**config.mk**
```make
export PLATFORM = sky130hd
export DESIGN_NAME = pdl_top
export DESIGN_NICKNAME = d
export VERILOG_FILES = /design/src/hdl/pdl_pkg.sv /design/src/hdl/pdl_lock_filter.sv /design/src/hdl/pdl_sync.sv /design/src/hdl/pdl_top.sv
export SDC_FILE = /design/constraint.sdc
export NUM_CORES = 1
export LEC_CHECK = 0
export BUFFER_PORTS_ARGS = -buffer_cell sky130_fd_sc_hd__buf_2
export CORE_MARGIN = 10
export CORE_UTILIZATION = 49
export DETAILED_ROUTE_END_ITERATION = 7
export PLACE_DENSITY = 0.91
export SYNTH_ARGS = -nofsm -noshare
export SYNTH_HDL_FRONTEND = slang
export SYNTH_SLANG_ARGS = --single-unit
```
**constraint.sdc**
```tcl
create_clock -name clk -period 1.5 [get_ports clk]
set_input_delay 0.075 -clock clk [delete_from_list [all_inputs] [get_ports clk]]
set_output_delay 0.075 -clock clk [all_outputs]
set_load 0.02 [all_outputs]
```
**src/hdl/pdl_pkg.sv**
```systemverilog
// Shared constants and types of the phase detector and lock monitor.
// Assumes a single 100 MHz clock and a 32-bit Avalon-MM register slave.
package pdl_pkg;
	localparam int CLK_PERIOD_NS = 10;
	// Quiet time of the combined signal before lock is declared
	localparam int LOCK_TIME_NS = 1000;
	localparam int LOCK_CYCLES = (LOCK_TIME_NS + CLK_PERIOD_NS - 1) / CLK_PERIOD_NS;
	localparam int LOCK_CNT_W = 8;
	localparam int ADDR_W = 5;
	localparam int DATA_W = 32;
	localparam int SYNC_W = 5;
	localparam logic [ADDR_W-1:0] ADDR_ENH = 5'h00;
	localparam logic [ADDR_W-1:0] ADDR_IRQ_STATUS = 5'h04;
	localparam logic [ADDR_W-1:0] ADDR_IRQ_CLEAR = 5'h08;
	localparam logic [ADDR_W-1:0] ADDR_IRQ_ENABLE = 5'h0C;
	localparam logic [ADDR_W-1:0] ADDR_LIVE = 5'h10;
	localparam logic [7:0] ENH_RESET = 8'h00;
	localparam logic [3:0] IRQ_EN_RESET = 4'h0;
	localparam logic [DATA_W-1:0] RD_ZERO = 32'h0000_0000;
	typedef struct packed {
		logic [3:0] spare;
		logic dout_en;
		logic dout_sel_pre;
		logic ref_mon_off;
		logic main_mon_off;
	} pdl_enh_t;
	typedef struct packed {
		logic lock_lost;
		logic lock_gained;
		logic up_pulse;
		logic down_pulse;
	} pdl_evt_t;
	// Pin inputs after the two-flop synchroniser
	typedef struct packed {
		logic enh_n;
		logic pre_raw;
		logic modulus_select;
		logic ref_div;
		logic main_div;
	} pdl_pins_t;
	typedef enum logic [1:0] {
		PFD_IDLE,
		PFD_UP,
		PFD_DOWN
	} pdl_pfd_state_t;
endpackage

```
**src/hdl/pdl_lock_filter.sv**
```systemverilog
// Digital low-pass of the combined pump signal.
// Assumes busy comes from a flip-flop in the same clock domain.
`timescale 1ns/1ns
module pdl_lock_filter (
	input wire logic clk,
	input wire logic arst_n,
	input wire logic busy,
	output logic locked
);
	logic [pdl_pkg::LOCK_CNT_W-1:0] quiet_reg;
	localparam logic [pdl_pkg::LOCK_CNT_W-1:0] LAST =
		pdl_pkg::LOCK_CNT_W'(pdl_pkg::LOCK_CYCLES - 1);
	// Any pump activity restarts the quiet count at once
	always_ff @(posedge clk or negedge arst_n) begin
		if (!arst_n) begin
			quiet_reg <= '0;
			locked <= 1'b0;
		end else if (busy) begin
			quiet_reg <= '0;
			locked <= 1'b0;
		end else if (quiet_reg == LAST) begin
			locked <= 1'b1;
		end else begin
			quiet_reg <= quiet_reg + 1'b1;
		end
	end
endmodule

```
**src/hdl/pdl_sync.sv**
```systemverilog
// Two-flop synchroniser for asynchronous pin levels.
// Assumes the inputs are slow compared with the 100 MHz clock.
`timescale 1ns/1ns
module pdl_sync #(
	parameter int W = 1
) (
	input wire logic clk,
	input wire logic arst_n,
	input wire logic [W-1:0] d,
	output logic [W-1:0] q
);
	logic [W-1:0] meta_reg;
	always_ff @(posedge clk or negedge arst_n) begin
		if (!arst_n) begin
			meta_reg <= '0;
			q <= '0;
		end else begin
			meta_reg <= d;
			q <= meta_reg;
		end
	end
endmodule

```
**src/hdl/pdl_top.sv**
```systemverilog
// Phase detector output stage, lock indication and monitor pins.
// Assumes divider outputs and mode pins arrive asynchronously on pins.
//
// The Avalon-MM interface to the registers and the register offsets were decided locally.
`timescale 1ns/1ns
module pdl_top (
	input wire logic clk,
	input wire logic arst_n,
	input wire logic main_div_in,
	input wire logic reference_input,
	input wire logic modulus_select,
	input wire logic prescaler_raw,
	input wire logic enh_mode_n,
	input wire logic [pdl_pkg::ADDR_W-1:0] avs_address,
	input wire logic avs_read,
	input wire logic avs_write,
	input wire logic [pdl_pkg::DATA_W-1:0] avs_writedata,
	input wire logic [3:0] avs_byteenable,
	output logic [pdl_pkg::DATA_W-1:0] avs_readdata,
	output logic avs_waitrequest,
	output logic pump_up_n,
	output logic pump_down_n,
	output logic combined_lock,
	output logic lock_detect_od_o,
	output logic lock_detect_od_oe,
	output logic main_div_monitor,
	output logic ref_div_monitor,
	output logic data_out,
	output logic irq
);
	pdl_pkg::pdl_pins_t pins_raw;
	pdl_pkg::pdl_pins_t pins;
	pdl_pkg::pdl_enh_t enh_reg;
	pdl_pkg::pdl_evt_t evt;
	pdl_pkg::pdl_evt_t status_reg;
	pdl_pkg::pdl_evt_t clear_mask;
	pdl_pkg::pdl_evt_t irq_en_reg;
	pdl_pkg::pdl_pfd_state_t state_reg;
	pdl_pkg::pdl_pfd_state_t state_next;
	logic main_prev_reg;
	logic ref_prev_reg;
	logic main_edge;
	logic ref_edge;
	logic enh_active;
	logic locked;
	logic locked_prev_reg;
	logic ack_reg;
	logic wr_take;
	logic [pdl_pkg::DATA_W-1:0] rd_next;

	assign pins_raw = '{
		enh_n: enh_mode_n,
		pre_raw: prescaler_raw,
		modulus_select: modulus_select,
		ref_div: reference_input,
		main_div: main_div_in
	};

	pdl_sync #(
		.W(pdl_pkg::SYNC_W)
	) u_sync (
		.clk(clk),
		.arst_n(arst_n),
		.d(pins_raw),
		.q(pins)
	);

	// Edge detectors read only the second synchroniser stage
	always_ff @(posedge clk or negedge arst_n) begin
		if (!arst_n) begin
			main_prev_reg <= 1'b0;
			ref_prev_reg <= 1'b0;
		end else begin
			main_prev_reg <= pins.main_div;
			ref_prev_reg <= pins.ref_div;
		end
	end

	assign main_edge = pins.main_div && !main_prev_reg;
	assign ref_edge = pins.ref_div && !ref_prev_reg;
	assign enh_active = !pins.enh_n;

	// Phase-frequency detector
	always_comb begin
		state_next = state_reg;
		unique case (state_reg)
			pdl_pkg::PFD_IDLE: begin
				if (main_edge && !ref_edge) begin
					state_next = pdl_pkg::PFD_DOWN;
				end else if (ref_edge && !main_edge) begin
					state_next = pdl_pkg::PFD_UP;
				end
			end
			pdl_pkg::PFD_UP: begin
				if (main_edge) begin
					state_next = pdl_pkg::PFD_IDLE;
				end
			end
			pdl_pkg::PFD_DOWN: begin
				if (ref_edge) begin
					state_next = pdl_pkg::PFD_IDLE;
				end
			end
			default: begin
				state_next = pdl_pkg::PFD_IDLE;
			end
		endcase
	end

	always_ff @(posedge clk or negedge arst_n) begin
		if (!arst_n) begin
			state_reg <= pdl_pkg::PFD_IDLE;
		end else begin
			state_reg <= state_next;
		end
	end

	// Pump pins are registered so they carry no decode glitches
	always_ff @(posedge clk or negedge arst_n) begin
		if (!arst_n) begin
			pump_up_n <= 1'b1;
			pump_down_n <= 1'b1;
		end else begin
			pump_up_n <= state_next != pdl_pkg::PFD_UP;
			pump_down_n <= state_next != pdl_pkg::PFD_DOWN;
		end
	end

	always_ff @(posedge clk or negedge arst_n) begin
		if (!arst_n) begin
			combined_lock <= 1'b0;
		end else begin
			combined_lock <= !(pump_up_n && pump_down_n);
		end
	end

	pdl_lock_filter u_filter (
		.clk(clk),
		.arst_n(arst_n),
		.busy(combined_lock),
		.locked(locked)
	);

	// Open drain: only ever pulls low
	assign lock_detect_od_o = 1'b0;
	assign lock_detect_od_oe = !locked;

	// Monitor and data-out pins
	always_ff @(posedge clk or negedge arst_n) begin
		if (!arst_n) begin
			main_div_monitor <= 1'b0;
			ref_div_monitor <= 1'b0;
		end else begin
			main_div_monitor <= pins.main_div && !(enh_active && enh_reg.main_mon_off);
			ref_div_monitor <= pins.ref_div && !(enh_active && enh_reg.ref_mon_off);
		end
	end

	// Idle low when not selected, so the pin never floats
	always_ff @(posedge clk or negedge arst_n) begin
		if (!arst_n) begin
			data_out <= 1'b0;
		end else if (enh_active && enh_reg.dout_en) begin
			data_out <= enh_reg.dout_sel_pre ? pins.pre_raw : pins.modulus_select;
		end else begin
			data_out <= 1'b0;
		end
	end

	// Events and interrupt
	always_ff @(posedge clk or negedge arst_n) begin
		if (!arst_n) begin
			locked_prev_reg <= 1'b0;
		end else begin
			locked_prev_reg <= locked;
		end
	end

	assign evt = '{
		lock_lost: locked_prev_reg && !locked,
		lock_gained: locked && !locked_prev_reg,
		up_pulse: state_next == pdl_pkg::PFD_UP && state_reg != pdl_pkg::PFD_UP,
		down_pulse: state_next == pdl_pkg::PFD_DOWN && state_reg != pdl_pkg::PFD_DOWN
	};

	assign wr_take = avs_write && ack_reg;
	assign clear_mask = (wr_take && avs_address == pdl_pkg::ADDR_IRQ_CLEAR && avs_byteenable[0]) ?
		pdl_pkg::pdl_evt_t'(avs_writedata[3:0]) : '0;

	// A new event beats a clear in the same cycle
	always_ff @(posedge clk or negedge arst_n) begin
		if (!arst_n) begin
			status_reg <= '0;
		end else begin
			status_reg <= (status_reg & ~clear_mask) | evt;
		end
	end

	assign irq = |(status_reg & irq_en_reg);

	// Avalon slave: one wait state on every access
	assign avs_waitrequest = (avs_read || avs_write) && !ack_reg;

	always_ff @(posedge clk or negedge arst_n) begin
		if (!arst_n) begin
			ack_reg <= 1'b0;
		end else begin
			ack_reg <= (avs_read || avs_write) && !ack_reg;
		end
	end

	always_ff @(posedge clk or negedge arst_n) begin
		if (!arst_n) begin
			enh_reg <= pdl_pkg::pdl_enh_t'(pdl_pkg::ENH_RESET);
		end else if (wr_take && avs_address == pdl_pkg::ADDR_ENH && avs_byteenable[0]) begin
			enh_reg <= pdl_pkg::pdl_enh_t'(avs_writedata[7:0]);
		end
	end

	always_ff @(posedge clk or negedge arst_n) begin
		if (!arst_n) begin
			irq_en_reg <= pdl_pkg::pdl_evt_t'(pdl_pkg::IRQ_EN_RESET);
		end else if (wr_take && avs_address == pdl_pkg::ADDR_IRQ_ENABLE && avs_byteenable[0]) begin
			irq_en_reg <= pdl_pkg::pdl_evt_t'(avs_writedata[3:0]);
		end
	end

	// Unmapped and write-only addresses read as zero
	always_comb begin
		rd_next = pdl_pkg::RD_ZERO;
		unique case (avs_address)
			pdl_pkg::ADDR_ENH: rd_next[7:0] = enh_reg;
			pdl_pkg::ADDR_IRQ_STATUS: rd_next[3:0] = status_reg;
			pdl_pkg::ADDR_IRQ_ENABLE: rd_next[3:0] = irq_en_reg;
			pdl_pkg::ADDR_LIVE: rd_next[5:0] = {enh_active, combined_lock, locked,
				pump_up_n, pump_down_n, irq};
			default: rd_next = pdl_pkg::RD_ZERO;
		endcase
	end

	always_ff @(posedge clk or negedge arst_n) begin
		if (!arst_n) begin
			avs_readdata <= pdl_pkg::RD_ZERO;
		end else if (avs_read && !ack_reg) begin
			avs_readdata <= rd_next;
		end
	end

	// Own quiet count, apart from the filter, so a slip in either shows
	localparam logic [pdl_pkg::LOCK_CNT_W-1:0] QUIET_FULL =
		pdl_pkg::LOCK_CNT_W'(pdl_pkg::LOCK_CYCLES);
	logic [pdl_pkg::LOCK_CNT_W-1:0] quiet_ref_reg;
	always_ff @(posedge clk or negedge arst_n) begin
		if (!arst_n) begin
			quiet_ref_reg <= '0;
		end else if (combined_lock) begin
			quiet_ref_reg <= '0;
		end else if (quiet_ref_reg != QUIET_FULL) begin
			quiet_ref_reg <= quiet_ref_reg + 1'b1;
		end
	end
endmodule

```
==> out/summary.txt, run 1 <==
Status: finished, final reports clean
Unrepaired setup endpoints after global routing: false
Slowest stage delay, CP: 0.41 ns
CTS clock-pin slew for the worst setup and hold paths: 0.09 ns
Yosys reg bits: 55
Share of cells above drive strength 1: 0.3068
Clk_skew: 0.008597 ns
H-tree depth: 2
Startpoint Class: register
Max Clock Freq: 0.7249 GHz
Net Sw Power: 0.0008309 W
Sw Ratio: 0.2665
Hold_ws: 0.006153 ns
Post-DP HPWL: 3.951 mm
First-pass GRT wire length: 8.404 mm
Min-delay src: avs_writedata[7]
Via count: 1621
Fin util: 0.6036
Power Dens Cells: 1072 nW/um^2
Worst Path Class, Setup: reg2reg
Final period utilization: 0.9197
Arr. time, crit path: 1.56 ns
Maxcap violations: 0
Root buf cell: clkbuf_8
Synth unique cells: 43
Clock tree buffer depth: 2
Worst path required time: 1.68 ns
Leading area contributor after synthesis: dfrtp_1
Mapped cell area: 2472 sq um
Slowest CP cell: dfrtp_1
Worst IR Drop VDD: 0.7684 mV
Drt wl/cell: 15.21 microns
TritonCTS clock tree: built
Post-route DRC violation count: 0
Hold Path End: enh_reg[7]
CP cell instances: ha_1 -> nand2_1 -> nand4bb_4 -> mux2i_1 -> nor2_1
Hold path cells: 2
R2r startpoint: u_filter.quiet_reg[0]
Die ar.: 8286 sq um
Crit-path max FO: 4
Top-area cell type share of the netlist area: 0.5364
Power Internal: 0.002286 W
Pins Over Slew Limit: 0
FP Rows: 25
Register area share after synthesis: 0.5577
Core box area: 4817 sq um
# diodes: 0
Vias in the first global route: 1741
Final wirelength: 5.035 mm
Storage cell area: 1379 sq um
Post-CTS Setup Inserts: 0
Final global-route overflow total: 0
Initial antenna violation count: 0
Die width: 91.03 microns
Dominant cells by area after synthesis: dfrtp_1 54%, buf_4 7.6%, mux2_4 4.9%, mux2i_1 4.0%, nand2_1 2.6%
Total track usage: 0.1222
Final setup vio count: 0
Skew-Pair Late Insertion Delay: 0.31 ns
Leakage: 1.445 nW
Largest net degree at the start of global routing: 29
Mapped Cells: 203
Synthesized area per cell: 12.18 sq um
R2r endpoint: u_filter.quiet_reg[1]
Worst setup margin: 0.1205 ns
R2R cell count: 5
CTS Sinks: 55
Fill cell count: 417
Clk pwr share: 0.299
DRT Pass-1 Iters: 4
Worst slack, placed: -0.1503 ns
Multi-input gate area: 940.9 sq um
YS warnings: 0
HP Class: in2reg
Die Span Y: 91.03 microns
DRT iter0 DRCs: 95
Fin nets: 315
Via-to-Cell Ratio: 4.897
Port Buf Inserts: 39
Nature of the critical path endpoint: register
Tmin final: 1.380 ns
Setup slack, reg-to-reg: 0.12 ns
Combinational power share: 0.153
Total clock buffers created by CTS: 5
Post-route ant nets: 0
Starting Density: 0.5132
Final Hold Vio Count: 0
Synth-to-Final Area Change: 17.61%
Seq pwr share: 0.548
Boundary Pins: 92
CP startpoint: u_filter.quiet_reg[0]
Final TNS setup: 0 ns
Gpl congestion: 0.8065
==> layer usage <==
layer  up-vias  wire (microns)  track usage
met5         -               0            0
met4         0              57      0.03264
met3         9             339      0.05350
met2        45            2505       0.2029
met1       797            2133       0.1407
li1        770               -            -
==> area by class of cell <==
class                      count  area share
tap                           67     0.02883
sequential                    55      0.4742
clock inverter                 1     0.01033
inverter                       5    0.006454
timing repair buffer          61      0.1317
clock buffer                   6     0.02496
multi-input combinational    136      0.3236
==> how the worst max path moves through the flow <==
stage	to
2_1_floorplan	enh_reg[0]
3_3_place_gp	enh_reg[2]
3_5_place_dp	enh_reg[2]
4_1_cts	u_filter.quiet_reg[1]
5_1_grt	u_filter.quiet_reg[1]
6_report	u_filter.quiet_reg[1]
==> worst max-delay path, delay by kind of cell (launching register included) <==
kind / cells / cell delay [ns]
adders and majority gates: 1 / 0.23
DFF: 1 / 0.41
muxes: 1 / 0.19
and+or+nand+nor: 3 / 0.43
==> cell usage after synthesis <==
cell type	count
a211o_2	1
a211oi_1	1
a21boi_0	2
a21o_1	2
a21oi_1	5
a22o_1	5
a22oi_1	2
and3_1	1
and4_4	1
buf_12	1
buf_4	25
buf_6	3
clkbuf_1	2
conb_1	1
dfrtp_1	53
dfstp_2	2
ha_1	1
inv_1	5
mux2_2	5
mux2_4	8
mux2i_1	10
nand2_1	17
nand2b_1	6
nand3_1	3
nand3b_1	1
nand4_1	1
nand4bb_1	1
nor2_1	10
nor2_2	1
nor2_8	1
nor2b_1	2
nor3_1	4
nor4_1	1
o21ai_0	4
o22ai_1	3
o2bb2ai_1	1
o31ai_1	2
or3_1	2
or4_2	1
or4_4	1
or4b_2	1
xnor2_1	2
xor2_1	2
==> kinds of logic (layout without fill, tap and decap cells) <==
family,count (synthesis),after routing,share of synthesized area
other,1,25,0.001517
XOR/XNOR,4,4,0.01417
adder cells (fa/ha/maj),1,1,0.005060
AO/OA/AOI/OAI,28,28,0.07843
AND/OR/NAND/NOR,55,55,0.1230
flip-flops,55,55,0.5577
multiplexers,23,23,0.1118
buffers and inverters,36,73,0.1083
==> power by group through the flow <==
stage	Clock, W	Combinational (W)	Sequential (W)
floorplan	0	0.000345	0.00172
CTS	0.000939	0.000474	0.00171
global placement	0	0.000438	0.00173
finish	0.000932	0.000478	0.00171
detailed placement	0	0.000455	0.00174
global route	0.00102	0.000531	0.00172
==> per-stage QoR <==
stage	cell area, sq um	instances	power [W]
after floorplan	2575	227	0.002065
after global placement	2699	315	0.002166
after detailed placement	2699	315	0.002192
after CTS	2882	330	0.003119
after global routing	2908	331	0.003270
final	2908	331	0.003117
==> repair_timing <==
action	CTS	global route
resized for setup	0	2
hold endpoints to repair	60	1
endpoints found under the setup margin	0	3
hold buffers	8	1
==> cell usage in the layout, fill, tap and decap left out, drive strengths merged, types with 3 or more instances in the layout <==
cell,count
mux2,13
nand2b,6
nand2,17
inv,5
a21oi,5
mux2i,10
o21ai,4
nor2,12
nor3,4
conb,25
clkbuf,6
nand3,3
o22ai,3
buf,52
a22o,5
dlygate4sd3,9
dfrtp,53
No activity file was read; power rests on OpenSTA's default activity.
==> inputs of run 2 (changes only) <==
Settings changed: BUFFER_PORTS_ARGS -buffer_cell sky130_fd_sc_hd__buf_2 to default, CORE_UTILIZATION 49 to 50, DONT_BUFFER_PORTS from default to 1, PLACE_DENSITY 0.91 to 0.76.
==> out/summary.txt, run 2 (same netlist as run 1, synthesis figures left out) <==
Power Dens Cells: 1142 nW/um^2 (+6.5%)
Worst path required time: 1.68 ns (about the same)
CP cell instances: ha_1 -> nand2_1 -> nand4bb_2 -> mux2i_1 -> nor2_1
Worst path bufs/invs: 0 (unchanged)
CP top delay family: simple AND/OR/NAND/NOR gates
Via count: 1442 (-11%)
Clk pwr share: 0.319 (+0.020)
Crit-path max FO: 4 (unchanged)
Post-route ant nets: 0 (unchanged)
Arr. time, crit path: 1.62 ns (+0.06 ns)
Worst IR Drop VDD: 0.8410 mV (+9.5%)
R2r startpoint: u_filter.quiet_reg[1]
Met2 wire length: 2.323 mm (-7.3%)
Port Buf Inserts: 0 (-100%)
Share of cells above drive strength 1: 0.1652 (-0.1416)
Tmin final: 1.435 ns (+0.05521 ns)
DRT iter0 DRCs: 65 (-32%)
Rel. slew slack: 0.6557
H-tree depth: 2 (unchanged)
Multi-input gate area: 929.6 sq um (-1.2%)
Total track usage: 0.1125 (-0.009714)
Synth-to-Final Area Change: 10.53%
Post-route DRC violation count: 0 (unchanged)
CP startpoint: u_filter.quiet_reg[1]
Maxcap violations: 0 (unchanged)
Fill cell count: 393 (-5.8%)
Power Internal: 0.002279 W (-0.31%)
Nature of the critical path endpoint: register
Least-Margin Pin Slew: 0.5165 ns
Max Clock Freq: 0.6970 GHz (-3.8%)
Worst slack, placed: -0.03968 ns (+0.1107 ns)
Unrepaired setup endpoints after global routing: false
Largest net degree at the start of global routing: 56 (+93%)
Worst Path Class, Setup: reg2reg
Final instance area: 2733 sq um (-6.0%)
Slowest stage delay, CP: 0.41 ns (about the same)
Skew-Pair Late Insertion Delay: 0.31 ns (about the same)
Met1 Wirelength: 1.926 mm (-9.7%)
Die width: 90.32 microns (-0.78%)
Final Power: 0.003121 W (+0.13%)
CTS clock-pin slew for the worst setup and hold paths: 0.10 ns (about the same)
Initial antenna violation count: 0 (unchanged)
TritonCTS clock tree: built
Via-to-Cell Ratio: 4.955 (+1.2%)
Boundary Pins: 92 (unchanged)
Clk_skew: 0.008297 ns (-0.0003001 ns)
Combinational power share: 0.127 (-0.026)
Final setup vio count: 0 (unchanged)
Commonest non-fill, non-tap cell in the layout: dfrtp_1
Final Hold Vio Count: 0 (unchanged)
Leakage: 1.281 nW (-11%)
Total clock buffers created by CTS: 5 (unchanged)
# diodes: 0 (unchanged)
FP Rows: 25 (unchanged)
Die ar.: 8158 sq um (-1.6%)
Min-delay src: avs_address[4]
Final global-route overflow total: 0 (unchanged)
Final wirelength: 4.630 mm (-8.0%)
Die Span Y: 90.32 microns (-0.78%)
Seq pwr share: 0.554 (+0.006)
CTS Sinks: 55 (unchanged)
HP Class: in2reg
Final period utilization: 0.9565 (+0.03680)
Fin nets: 274 (-13%)
Core box area: 4755 sq um (-1.3%)
Worst setup margin: 0.06525 ns (-0.05521 ns)
Sw Ratio: 0.2698 (+0.003238)
Net Sw Power: 0.0008421 W (+1.3%)
Startpoint Class: register
Pins Over Slew Limit: 0 (unchanged)
DRT Pass-1 Iters: 4 (unchanged)
Met3 Wirelength: 322 microns (-5.0%)
Status: finished, final reports clean
Vias in the first global route: 1489 (-14%)
Storage cell area: 1379 sq um (unchanged)
Final TNS setup: 0 ns (unchanged)
Drt wl/cell: 15.91 microns (+4.6%)
Clock tree buffer depth: 2 (unchanged)
Max Used Layer: met4
Gpl congestion: 0.7410 (-8.1%)
Placed Area: 2436 sq um (-9.7%)
Starting Density: 0.5200 (+0.006753)
Commonest non-fill, non-tap cells in the layout: 53 x dfrtp_1, 25 x conb_1, 17 x nand2_1
Post-DP HPWL: 3.487 mm (-12%)
Slowest CP cell: dfrtp_1
First-pass GRT wire length: 7.500 mm (-11%)
Root buf cell: clkbuf_8
==> run 2: cell count changes in the layout (fill, tap and decap cells not counted) <==
cell,before,now
buf_16,0,1
nand4bb_4,1,0
clkbuf_1,1,0
clkinv_4,0,1
inv_6,0,1
buf_2,39,0
dlygate4sd3_1,9,14
nand4bb_2,0,1
buf_4,13,5
==> run 2: per-stage QoR <==
step           std cells  hold slack [ns]  utilization
3_5_place_dp         267          -0.2187       0.5124
6_report             291         0.007971       0.5747
5_1_grt              291          0.02831       0.5747
3_3_place_gp         267          -0.2187       0.5124
4_1_cts              290         0.009004       0.5721
2_1_floorplan        227          -0.2206            -
==> run 2: final timing paths <==
check	to	slack, ns	depth (start not counted)
worst max-delay path	u_filter.quiet_reg[1]	0.07	5
worst min-delay path	avs_readdata[4]	0.008	2
worst max register to register	u_filter.quiet_reg[1]	0.07	5
worst min register to register	u_sync.q[1]	0.36	0
max in group asynchronous	pump_up_n	0.95	2
min in group asynchronous	avs_readdata[2]	0.28	2
==> run 2: power by group through the flow <==
stage / Clock [W] / Sequential [W] / Combinational, W
4_1_cts: 0.00101 / 0.00173 / 0.000378
3_3_place_gp: 0 / 0.00176 / 0.000298
3_5_place_dp: 0 / 0.00176 / 0.000304
6_report: 0.000996 / 0.00173 / 0.000396
5_1_grt: 0.00107 / 0.00174 / 0.000439
2_1_floorplan: 0 / 0.00172 / 0.000345
==> run 2: area by class of cell <==
cell class / instances / share of cell area
Sequential cell: 55 / 0.5046
Timing Repair Buffer: 20 / 0.07509
Clock inverter: 3 / 0.01740
Inverter: 5 / 0.006868
Clock buffer: 5 / 0.02518
Multi-Input combinational cell: 136 / 0.3402
Tap cell: 67 / 0.03068
==> run 2: worst register-to-register path, stage by stage (launching register included) <==
cell and delay, ns:
dfrtp_1 0.41, ha_1 0.23, nand2_1 0.09, nand4bb_2 0.33
mux2i_1 0.20, nor2_1 0.05
==> run 2: layer usage <==
layer | track usage | up-vias
li1 | - | 689
met1 | 0.1263 | 710
met2 | 0.1883 | 36
met3 | 0.04572 | 7
met4 | 0.03979 | 0
met5 | 0 | -
==> run 2: timing repair <==
| action | in CTS | in global routing |
|---|---|---|
| setup endpoints to repair | 0 | 3 |
| hold endpoints to repair | 76 | 0 |
| hold buffers | 15 | 0 |
| resized for setup | 0 | 1 |
| setup buffers | 0 | 1 |
